===== src/inc/cam_acq_consts.svh =====
// Register map, field positions and reset values of the acquisition block
`ifndef CAM_ACQ_CONSTS_SVH
`define CAM_ACQ_CONSTS_SVH
`define ADDR_CTRL      8'h00
`define ADDR_EXPOSURE  8'h04
`define ADDR_MIN_PER   8'h08
`define ADDR_FORMAT    8'h0C
`define ADDR_GEOMETRY  8'h10
`define ADDR_SOFT_TRIG 8'h14
`define ADDR_STATUS    8'h18
`define ADDR_ROI       8'h1C
`define CTRL_ENABLE    0
`define CTRL_TRIGGERED 1
`define CTRL_LEVEL     2
`define CTRL_LVL_EXPO  3
`define CTRL_SW_LEVEL  4
`define FMT_LSB        0
`define DEPTH_LSB      4
`define FMT_SHIFT      6
`define FMT_PACK       7
`define FMT_RAW_BYTE_FORMAT       3'h0
`define FMT_RAW_WORD_FORMAT      3'h1
`define FMT_INT8       3'h2
`define FMT_INT16      3'h3
`define FMT_COL3       3'h4
`define FMT_COL4       3'h5
`define FMT_PLANAR     3'h6
`define FMT_PASS       3'h7
`define DEPTH_8        2'h0
`define DEPTH_10       2'h1
`define DEPTH_12       2'h2
`define EDGE_CROP      16'h0004
`define LAST_PLANE     2'h2
`define EXPOSURE_RST   32'h0000_0100
`define GEOMETRY_RST   32'h0010_0010
`define ZERO32         32'h0000_0000
`endif


===== src/inc/cam_acq_pkg.sv =====
// Types shared by the acquisition sequencer and pixel formatter
package cam_acq_pkg;
	typedef enum logic [1:0] {
		S_IDLE,
		S_EXPOSE,
		S_HOLD
	} acq_state_type;
endpackage


===== src/verilog/cam_acq.sv =====
// Acquisition sequencer and output pixel formatter of the camera
//
// Local design decisions: the register offsets and strobed register access.
`timescale 1ns/10ps
`default_nettype none
`include "cam_acq_consts.svh"

// How it works
// - Continuous mode starts each exposure by itself as soon as allowed.
// - Pixels stream out every cycle the sensor supplies them, except cropped colour edges and the first pixel of each packed pair.
// - Next exposure may start while the previous readout is still running.
// - Frame starts wait until the minimum frame period has elapsed, any mode.
// - Triggered mode idles until a trigger, then exposes, then reads out.
// - Trigger sensitivity is selectable: rising edge or active level.
// - Level trigger governs either exposure length or the acquisition span.
// - A software trigger written over the register port is accepted.
// - The hardware trigger input pin is accepted as a frame request.
// - Raw formats give one unprocessed sample, 8 or 16 bits.
// - Raw 16-bit keeps 10/12-bit samples low, optionally shifted to the top.
// - Intensity formats give one channel per pixel, 8 or 16 bits.
// - Three-byte colour emits blue, green, red.
// - Four-byte colour emits blue, green, red, then a zero alpha byte.
// - Planar colour sends all red, then all green, then all blue.
// - Colour output drops four edge pixels on every side.
// - Choosing an interleaved colour format resets the region of interest.
// - Packed transport puts 12-bit pixels in 12 bits on the link.
// - Passthrough sends link data unchanged, layout set by its own setting.
// - Programmed exposure value sets the integration length.
module cam_acq
	import cam_acq_pkg::*;
(
	// Clock and reset
	input  wire logic        i_clock,
	input  wire logic        i_nrst,
	// Register port
	input  wire logic [7:0]  i_reg_addr,
	input  wire logic [31:0] i_reg_wdata,
	input  wire logic        i_reg_wr,
	input  wire logic        i_reg_rd,
	output logic      [31:0] o_reg_rdata,
	// Trigger pin
	input  wire logic        i_trigger_pin,
	// Sensor side
	output logic             o_expose,
	output logic             o_readout_req,
	input  wire logic        i_pix_valid,
	input  wire logic [15:0] i_pix_data,
	input  wire logic [7:0]  i_pix_red,
	input  wire logic [7:0]  i_pix_green,
	input  wire logic [7:0]  i_pix_blue,
	input  wire logic        i_pix_eol,
	input  wire logic        i_pix_eof,
	// Link side
	output logic             o_link_valid,
	output logic      [31:0] o_link_data,
	output logic      [2:0]  o_link_bytes,
	output logic             o_link_sof,
	output logic             o_link_eof
);

	//----------------------------------------
	// Registers
	//----------------------------------------
	logic [31:0]   ctrl_q;
	logic [31:0]   exp_len_q;
	logic [31:0]   min_per_q;
	logic [31:0]   format_q;
	logic [31:0]   geom_q;
	logic [31:0]   roi_q;
	logic          soft_pulse_q;
	logic [15:0]   frames_q;
	acq_state_type st_q;
	logic [31:0]   exp_cnt_q;
	logic [31:0]   per_cnt_q;
	logic          pend_q;
	logic          rd_busy_q;
	logic [1:0]    plane_q;
	logic          trig_meta_q;
	logic          trig_sync_q;
	logic          trig_prev_q;
	logic [15:0]   col_q;
	logic [15:0]   row_q;
	logic          half_q;
	logic [11:0]   hold_q;
	logic          first_q;

	logic [2:0]  fmt;
	logic [1:0]  depth;
	logic        colour;
	logic        trig_lvl;
	logic        trig_edge;
	logic        rate_ok;
	logic        go;
	logic        exp_done;
	logic        wr_ctrl;
	logic        last_plane;

	assign fmt        = format_q[`FMT_LSB +: 3];
	assign depth      = format_q[`DEPTH_LSB +: 2];
	assign colour     = (fmt == `FMT_COL3) || (fmt == `FMT_COL4) || (fmt == `FMT_PLANAR);
	assign wr_ctrl    = i_reg_wr && (i_reg_addr == `ADDR_FORMAT);
	assign last_plane = (fmt != `FMT_PLANAR) || (plane_q == `LAST_PLANE);

	always_ff @(posedge i_clock or negedge i_nrst) begin
		if (!i_nrst) begin
			ctrl_q    <= `ZERO32;
			exp_len_q <= `EXPOSURE_RST;
			min_per_q <= `ZERO32;
			format_q  <= `ZERO32;
			geom_q    <= `GEOMETRY_RST;
		end else if (i_reg_wr) begin
			unique case (i_reg_addr)
				`ADDR_CTRL:     ctrl_q    <= i_reg_wdata;
				`ADDR_EXPOSURE: exp_len_q <= i_reg_wdata;
				`ADDR_MIN_PER:  min_per_q <= i_reg_wdata;
				`ADDR_FORMAT:   format_q  <= i_reg_wdata;
				`ADDR_GEOMETRY: geom_q    <= i_reg_wdata;
				default: ;
			endcase
		end
	end

	// Interleaved colour needs the full frame, so the window falls back to it
	always_ff @(posedge i_clock or negedge i_nrst) begin
		if (!i_nrst) begin
			roi_q <= `ZERO32;
		end else if (wr_ctrl && ((i_reg_wdata[`FMT_LSB +: 3] == `FMT_COL3) ||
				(i_reg_wdata[`FMT_LSB +: 3] == `FMT_COL4))) begin
			roi_q <= `ZERO32;
		end else if (i_reg_wr && (i_reg_addr == `ADDR_ROI)) begin
			roi_q <= i_reg_wdata;
		end
	end

	always_ff @(posedge i_clock or negedge i_nrst) begin
		if (!i_nrst) begin
			soft_pulse_q <= 1'b0;
		end else begin
			soft_pulse_q <= i_reg_wr && (i_reg_addr == `ADDR_SOFT_TRIG);
		end
	end

	always_ff @(posedge i_clock or negedge i_nrst) begin
		if (!i_nrst) begin
			o_reg_rdata <= `ZERO32;
		end else if (i_reg_rd) begin
			unique case (i_reg_addr)
				`ADDR_CTRL:     o_reg_rdata <= ctrl_q;
				`ADDR_EXPOSURE: o_reg_rdata <= exp_len_q;
				`ADDR_MIN_PER:  o_reg_rdata <= min_per_q;
				`ADDR_FORMAT:   o_reg_rdata <= format_q;
				`ADDR_GEOMETRY: o_reg_rdata <= geom_q;
				`ADDR_ROI:      o_reg_rdata <= roi_q;
				`ADDR_STATUS:   o_reg_rdata <= {frames_q, 10'h000, plane_q,
						(st_q == S_HOLD), pend_q, rd_busy_q, o_expose};
				default:        o_reg_rdata <= `ZERO32;
			endcase
		end else begin
			o_reg_rdata <= `ZERO32;
		end
	end

	//----------------------------------------
	// Trigger
	//----------------------------------------
	always_ff @(posedge i_clock or negedge i_nrst) begin
		if (!i_nrst) begin
			trig_meta_q <= 1'b0;
			trig_sync_q <= 1'b0;
			trig_prev_q <= 1'b0;
		end else begin
			trig_meta_q <= i_trigger_pin;
			trig_sync_q <= trig_meta_q;
			trig_prev_q <= trig_sync_q;
		end
	end

	// Rising edge only; a falling-edge source must be inverted upstream
	assign trig_edge = (trig_sync_q && !trig_prev_q) || soft_pulse_q;
	assign trig_lvl  = trig_sync_q || ctrl_q[`CTRL_SW_LEVEL];

	// Set wins over the clear taken at frame start
	always_ff @(posedge i_clock or negedge i_nrst) begin
		if (!i_nrst) begin
			pend_q <= 1'b0;
		end else if (trig_edge) begin
			pend_q <= 1'b1;
		end else if (go || !ctrl_q[`CTRL_TRIGGERED]) begin
			pend_q <= 1'b0;
		end
	end

	//----------------------------------------
	// Acquisition sequencer
	//----------------------------------------
	assign rate_ok = (min_per_q == `ZERO32) || (per_cnt_q >= min_per_q);

	always_comb begin
		go = 1'b0;
		if (ctrl_q[`CTRL_ENABLE] && (st_q == S_IDLE) && rate_ok) begin
			if (!ctrl_q[`CTRL_TRIGGERED]) begin
				go = 1'b1;
			end else if (ctrl_q[`CTRL_LEVEL]) begin
				go = trig_lvl;
			end else begin
				go = pend_q;
			end
		end
	end

	always_comb begin
		if (ctrl_q[`CTRL_TRIGGERED] && ctrl_q[`CTRL_LEVEL] && ctrl_q[`CTRL_LVL_EXPO]) begin
			exp_done = !trig_lvl;
		end else begin
			exp_done = (exp_cnt_q + 32'h1) >= exp_len_q;
		end
	end

	// An exposure may start during a readout; one ending while it is busy holds in S_HOLD, blocking the next start and its readout request
	always_ff @(posedge i_clock or negedge i_nrst) begin
		if (!i_nrst) begin
			st_q <= S_IDLE;
		end else begin
			unique case (st_q)
				S_IDLE: begin
					if (go) begin
						st_q <= S_EXPOSE;
					end
				end
				S_EXPOSE: begin
					if (exp_done) begin
						st_q <= rd_busy_q ? S_HOLD : S_IDLE;
					end
				end
				S_HOLD: begin
					if (!rd_busy_q) begin
						st_q <= S_IDLE;
					end
				end
			endcase
		end
	end

	always_ff @(posedge i_clock or negedge i_nrst) begin
		if (!i_nrst) begin
			o_expose <= 1'b0;
		end else begin
			o_expose <= go || ((st_q == S_EXPOSE) && !exp_done);
		end
	end

	always_ff @(posedge i_clock or negedge i_nrst) begin
		if (!i_nrst) begin
			exp_cnt_q <= `ZERO32;
		end else if (st_q == S_EXPOSE) begin
			exp_cnt_q <= exp_cnt_q + 32'h1;
		end else begin
			exp_cnt_q <= `ZERO32;
		end
	end

	// Saturates so a long pause never wraps into a false too-early verdict
	always_ff @(posedge i_clock or negedge i_nrst) begin
		if (!i_nrst) begin
			per_cnt_q <= `ZERO32;
		end else if (go) begin
			per_cnt_q <= 32'h1;
		end else if (per_cnt_q != 32'hFFFF_FFFF) begin
			per_cnt_q <= per_cnt_q + 32'h1;
		end
	end

	//----------------------------------------
	// Readout control
	//----------------------------------------
	always_ff @(posedge i_clock or negedge i_nrst) begin
		if (!i_nrst) begin
			o_readout_req <= 1'b0;
			rd_busy_q     <= 1'b0;
			plane_q       <= 2'h0;
			frames_q      <= 16'h0000;
		end else begin
			o_readout_req <= 1'b0;
			if (!rd_busy_q && (((st_q == S_EXPOSE) && exp_done) || (st_q == S_HOLD))) begin
				o_readout_req <= 1'b1;
				rd_busy_q     <= 1'b1;
				plane_q       <= 2'h0;
			end else if (rd_busy_q && i_pix_valid && i_pix_eof) begin
				if (last_plane) begin
					rd_busy_q <= 1'b0;
					frames_q  <= frames_q + 16'h1;
				end else begin
					o_readout_req <= 1'b1;
					plane_q       <= plane_q + 2'h1;
				end
			end
		end
	end

	//----------------------------------------
	// Pixel formatter
	//----------------------------------------
	logic        keep;
	logic [7:0]  chan;
	logic [9:0]  luma;
	logic [15:0] raw_word_format;
	logic [7:0]  raw_byte_format;
	logic [31:0] col4;

	always_ff @(posedge i_clock or negedge i_nrst) begin
		if (!i_nrst) begin
			col_q <= 16'h0000;
			row_q <= 16'h0000;
		end else if (i_pix_valid) begin
			col_q <= i_pix_eol ? 16'h0000 : col_q + 16'h1;
			if (i_pix_eof) begin
				row_q <= 16'h0000;
			end else if (i_pix_eol) begin
				row_q <= row_q + 16'h1;
			end
		end
	end

	assign keep = !colour || ((col_q >= `EDGE_CROP) && (row_q >= `EDGE_CROP) &&
			(col_q < geom_q[15:0] - `EDGE_CROP) &&
			(row_q < geom_q[31:16] - `EDGE_CROP));

	assign luma = {2'h0, i_pix_red} + {1'h0, i_pix_green, 1'h0} + {2'h0, i_pix_blue};
	assign col4 = {8'h00, i_pix_red, i_pix_green, i_pix_blue};

	always_comb begin
		unique case (plane_q)
			2'h0:    chan = i_pix_red;
			2'h1:    chan = i_pix_green;
			default: chan = i_pix_blue;
		endcase
	end

	always_comb begin
		unique case (depth)
			`DEPTH_10: begin
				raw_byte_format  = i_pix_data[9:2];
				raw_word_format = format_q[`FMT_SHIFT] ? {i_pix_data[9:0], 6'h00} : i_pix_data;
			end
			`DEPTH_12: begin
				raw_byte_format  = i_pix_data[11:4];
				raw_word_format = format_q[`FMT_SHIFT] ? {i_pix_data[11:0], 4'h0} : i_pix_data;
			end
			default: begin
				raw_byte_format  = i_pix_data[7:0];
				raw_word_format = format_q[`FMT_SHIFT] ? {i_pix_data[7:0], 8'h00} : i_pix_data;
			end
		endcase
	end

	// Packer pair state; a frame's odd last pixel leaves as two bytes
	always_ff @(posedge i_clock or negedge i_nrst) begin
		if (!i_nrst) begin
			half_q <= 1'b0;
			hold_q <= 12'h000;
		end else if (o_readout_req) begin
			half_q <= 1'b0;
		end else if (i_pix_valid && (fmt == `FMT_PASS) && format_q[`FMT_PACK]) begin
			half_q <= !half_q && !i_pix_eof;
			hold_q <= i_pix_data[11:0];
		end
	end

	// One register stage, no stall: the link must take every beat
	always_ff @(posedge i_clock or negedge i_nrst) begin
		if (!i_nrst) begin
			o_link_valid <= 1'b0;
			o_link_data  <= `ZERO32;
			o_link_bytes <= 3'h0;
			o_link_sof   <= 1'b0;
			o_link_eof   <= 1'b0;
			first_q      <= 1'b0;
		end else begin
			o_link_valid <= 1'b0;
			o_link_data  <= `ZERO32;
			o_link_bytes <= 3'h0;
			o_link_sof   <= 1'b0;
			o_link_eof   <= rd_busy_q && i_pix_valid && i_pix_eof;
			if (o_readout_req) begin
				first_q <= 1'b1;
			end
			if (rd_busy_q && i_pix_valid && keep) begin
				o_link_valid <= 1'b1;
				o_link_sof   <= first_q;
				first_q      <= 1'b0;
				unique case (fmt)
					`FMT_RAW_BYTE_FORMAT: begin
						o_link_data  <= {24'h000000, raw_byte_format};
						o_link_bytes <= 3'h1;
					end
					`FMT_RAW_WORD_FORMAT: begin
						o_link_data  <= {16'h0000, raw_word_format};
						o_link_bytes <= 3'h2;
					end
					`FMT_INT8: begin
						o_link_data  <= {24'h000000, luma[9:2]};
						o_link_bytes <= 3'h1;
					end
					`FMT_INT16: begin
						o_link_data  <= {16'h0000, luma, 6'h00};
						o_link_bytes <= 3'h2;
					end
					`FMT_COL3: begin
						o_link_data  <= {8'h00, col4[23:0]};
						o_link_bytes <= 3'h3;
					end
					`FMT_COL4: begin
						o_link_data  <= col4;
						o_link_bytes <= 3'h4;
					end
					`FMT_PLANAR: begin
						o_link_data  <= {24'h000000, chan};
						o_link_bytes <= 3'h1;
					end
					default: begin
						if (!format_q[`FMT_PACK]) begin
							o_link_data  <= {16'h0000, i_pix_data};
							o_link_bytes <= 3'h2;
						end else if (half_q) begin
							o_link_data  <= {8'h00, i_pix_data[11:0], hold_q};
							o_link_bytes <= 3'h3;
						end else if (i_pix_eof) begin
							o_link_data  <= {20'h00000, i_pix_data[11:0]};
							o_link_bytes <= 3'h2;
						end else begin
							o_link_valid <= 1'b0;
							o_link_sof   <= 1'b0;
							first_q      <= first_q;
						end
					end
				endcase
			end
		end
	end

	//----------------------------------------
	// Assertions
	//----------------------------------------
	a_edge_start: assert property (@(posedge i_clock) disable iff (!i_nrst)
		(go && ctrl_q[`CTRL_TRIGGERED] && !ctrl_q[`CTRL_LEVEL]) |-> pend_q)
		else $error("triggered start without pending trigger");
	a_rate_cap: assert property (@(posedge i_clock) disable iff (!i_nrst)
		($rose(o_expose) && (min_per_q != `ZERO32)) |-> ($past(per_cnt_q) >= min_per_q))
		else $error("frame started before minimum period");
	a_free_overlap: assert property (@(posedge i_clock) disable iff (!i_nrst)
		(ctrl_q[`CTRL_ENABLE] && !ctrl_q[`CTRL_TRIGGERED] && (st_q == S_IDLE) && rate_ok)
		|=> o_expose)
		else $error("free run did not start exposure");
	a_expo_length: assert property (@(posedge i_clock) disable iff (!i_nrst)
		($fell(o_expose) && !ctrl_q[`CTRL_LEVEL] && $stable(exp_len_q))
		|-> ($past(exp_cnt_q) + 32'h1 == exp_len_q) || (exp_len_q <= 32'h1))
		else $error("exposure length differs from setting");
	a_req_free: assert property (@(posedge i_clock) disable iff (!i_nrst)
		(o_readout_req && ($past(plane_q) == plane_q)) |-> !$past(rd_busy_q))
		else $error("readout requested while busy");
	a_alpha_zero: assert property (@(posedge i_clock) disable iff (!i_nrst)
		(o_link_valid && (fmt == `FMT_COL4) && $stable(format_q))
		|-> (o_link_bytes == 3'h4) && (o_link_data[31:24] == 8'h00)
		&& (o_link_data[7:0] == $past(i_pix_blue)))
		else $error("four byte colour malformed");
	a_three_byte: assert property (@(posedge i_clock) disable iff (!i_nrst)
		(o_link_valid && (fmt == `FMT_COL3) && $stable(format_q))
		|-> (o_link_bytes == 3'h3) && (o_link_data[23:16] == $past(i_pix_red)))
		else $error("three byte colour malformed");
	a_edge_crop: assert property (@(posedge i_clock) disable iff (!i_nrst)
		(i_pix_valid && colour && (col_q < `EDGE_CROP)) |=> !o_link_valid)
		else $error("edge pixel not discarded");
	a_packed: assert property (@(posedge i_clock) disable iff (!i_nrst)
		(o_link_valid && (fmt == `FMT_PASS) && format_q[`FMT_PACK] && $stable(format_q))
		|-> (o_link_bytes == 3'h3) || ((o_link_bytes == 3'h2) && o_link_eof))
		else $error("packed pixel width wrong");
	a_roi_reset: assert property (@(posedge i_clock) disable iff (!i_nrst)
		(wr_ctrl && (i_reg_wdata[`FMT_LSB +: 3] == `FMT_COL4)) |=> (roi_q == `ZERO32))
		else $error("colour format did not reset window");

endmodule
`default_nettype wire


===== config.mk =====
export PLATFORM = sky130hd
export DESIGN_NAME = cam_acq
export DESIGN_NICKNAME = d
export VERILOG_FILES = /design/src/inc/cam_acq_pkg.sv /design/src/verilog/cam_acq.sv
export VERILOG_INCLUDE_DIRS = /design/src /design/src/inc
export SDC_FILE = /design/constraint.sdc
export NUM_CORES = 1
export LEC_CHECK = 0
export BUFFER_PORTS_ARGS = -buffer_cell sky130_fd_sc_hd__buf_4
export CORE_ASPECT_RATIO = 0.9
export CORE_UTILIZATION = 40
export CTS_CLUSTER_SIZE = 8
export DETAILED_ROUTE_END_ITERATION = 8
export GPL_TIMING_DRIVEN = 0
export SLEW_MARGIN = 20
export SYNTH_ARGS = -nofsm -noshare
export SYNTH_HDL_FRONTEND = slang
export SYNTH_SLANG_ARGS = --single-unit

===== constraint.sdc =====
create_clock -name i_clock -period 4.6 [get_ports i_clock]
set_input_delay 0.46 -clock i_clock [delete_from_list [all_inputs] [get_ports i_clock]]
set_output_delay 0.46 -clock i_clock [all_outputs]
set_load 0.05 [all_outputs]

==> run metrics <==
crit path capture type register; startpoint types register; dominant synthesized flop cell dfrtp_1; leakage power total between 10 and 15 nW; gr busiest metal met2; CP max FO 6; per-cell routed wire length 22.8 um; delay of the slowest cell on the worst path 460 ps; Final Util between 40% and 50%; ratio of cells with drive above 1 in the final layout 18.8%; Fin Hold WS between 70 and 80 ps; sequential share of the synthesized area 46.3%; max_slew headroom between 30 and 40%; Design Power just over 9 mW; Post-synth top cells dfrtp_1, nand2_1, mux2_2; Ports 160; met3 Resource Use GR 4.03%; cts bufs inserted 55; Cell Area, Placed roughly 23,000 um^2; Rows between 70 and 80; M1 GR Usage between 30% and 40%; final WL around 68 mm; Longest Clk Path Bufs 3; GRT met2 Usage approximately two fifths; mean area per synthesized cell 10.4 um^2; multi-input logic area about 11,000 um^2; skew final between 30 and 40 ps; post-synth cell types 70; CTS tree built; area leader, netlist dfrtp_1; gpl congestion approximately 0.96; antenna-violating nets left 0; final max-slew violation count 0; DR vias/cell 5.80; Mapped Cells roughly 2,000; Final setup viols 0; largest cells by area after synthesis dfrtp_1, mux2_2, ha_1, nand2_1, a22oi_1; CP Cell Sequence ha_1 > and4_1 > nand4_1 > nor3_4 > buf_4 > nand3_1 > nor2_1 > xor2_1 > ha_1 > nand4_1 > nor4_4 > nand3b_1 > o22ai_1 > nor3_1 > a211oi_1 > mux2i_1; crit share post-route between 90 and 100%; HPWL Detailed about 50 mm; CP bufs+invs 1; ys async rst share 100%; CP required between 5000 and 6000 ps; min cycle time layout around 4300 ps; cell area power density ~380 nW/um^2; Slew @ Worst Pin 1010 ps; post-synthesis instance area 21,200 um^2; Max Clk Rate ~230 MHz; CP top delay family simple AND/OR/NAND/NOR gates; 1st-pass router iterations 6; Global Route Usage Sum 25.5%; WP data arrival 4820 ps; worst reg-to-reg setup slack about 330 ps; synth-to-layout area growth 17.7%; cell with the most instances after synthesis dfrtp_1; drt drc 0; final non-filler cell total just under 3,000; Storage cell area between 9000 and 10,000 um^2; outcome finished, final reports clean; Core ar. ~52,000 um^2; vias in the first global route ~17,000; RSZ-0062 raised after global routing false; Place WS -522 ps; DP Cell Count about 2,900; Clock Latency Late Sink ~630 ps; Final Hold Fails 0; worst min path class in -> reg; max cap viols 0; cell area after layout approximately 25,000 um^2; largest net degree at the start of global routing just under 100; H-Tree Depth 2; setup total negative slack 0 ps; DR iter-0 viols about 1,500; Post-synth EDFFs 0; Nets between 2,000 and 2,500; clock net sink count 392; initial core utilization around two fifths; first-pass GRT wire length between 100 and 150 mm; Setup CP Type reg -> reg; die area about 54,000 um^2; clock slew at reported path FFs roughly 50 ps; Worst VDD drop approximately 300 uV; Slowest cell on crit path nor4_4; GRT overflow 0; die height approximately 220 um; top cell type's share of synthesized area about 46%; final worst slack 333 ps; number of fillers in the final layout 4,909; IO buf count 150; yosys warns 0; Root Buffer clkbuf_16; Synth Register Bits ~400; antenna violations before repair 2; die width between 200 and 250 um; DR vias between 15,000 and 20,000
## state kept, by name (all words and copies together) (netlist names), 24 cells and up
name         cells
ctrl_q          32
exp_cnt_q       32
exp_len_q       32
format_q        32
geom_q          32
min_per_q       32
o_link_data     24
o_reg_rdata     32
per_cnt_q       32
roi_q           32
## final cells by class
class	instances	area share [%]
Buffer	101	1.77
Tap cell	688	3.45
Sequential cell	392	39.3
Clock buffer	76	5.87
Timing Repair Buffer	158	5.12
Antenna cell	1	0.0100
Multi-Input combinational cell	1462	42.6
Inverter	99	1.49
Clock inverter	4	0.341
## cell usage in the layout, fill, tap and decap left out, drive strengths merged, types with 51 or more instances in the layout
master / instances
dfrtp: 389
nand2: 203
buf: 195
mux2: 173
nor2: 145
clkbuf: 138
ha: 120
inv: 100
a21oi: 88
a22oi: 87
xnor2: 64
xor2: 61
o21ai: 56
nand3: 51
## report_power, final
group	total, mW	leakage (nW)	internal, mW	switching [mW]
registers	3.89	5.38	3.66	0.231
logic	1.73	5.48	0.656	1.07
clock network	3.74	0.745	2.19	1.55
## what timing repair did
item | CTS | global route
hold endpoints to repair | 29 | 0
resized for setup | 2 | 3
buffers inserted | 0 | 2
pin swaps | 0 | 1
hold buffers | 2 | 0
setup endpoints to repair | 7 | 5
## layer usage
layer,vias up,share of wire [%]
li1,7828,-
met1,8772,46
met2,585,45
met4,2,2.9
met3,108,6.6
met5,-,0.019
## worst paths after layout
kind,from,end,cells after the start
worst max-delay path,exp_cnt_q[0],st_q[1],16
worst min-delay path,i_pix_eol,col_q[1],2
worst max register to register,exp_cnt_q[0],st_q[1],16
worst min register to register,trig_meta_q,trig_sync_q,0
max in group asynchronous,i_nrst,exp_len_q[8],4
min in group asynchronous,i_nrst,row_q[13],2
## cell families (layout without fill, tap and decap cells)
group           count (synthesis)  in the layout  synth area share [%]
compound gates                398            398                  13.1
simple gates                  621            621                  14.1
buf+inv                       200            438                  3.84
other cells                     1              9                0.0177
flops                         392            392                  46.3
mux                           182            182                  9.61
fa+ha+maj                     128            128                  7.84
xor+xnor                      125            125                  5.16
No activity file was read; power rests on OpenSTA's default activity.
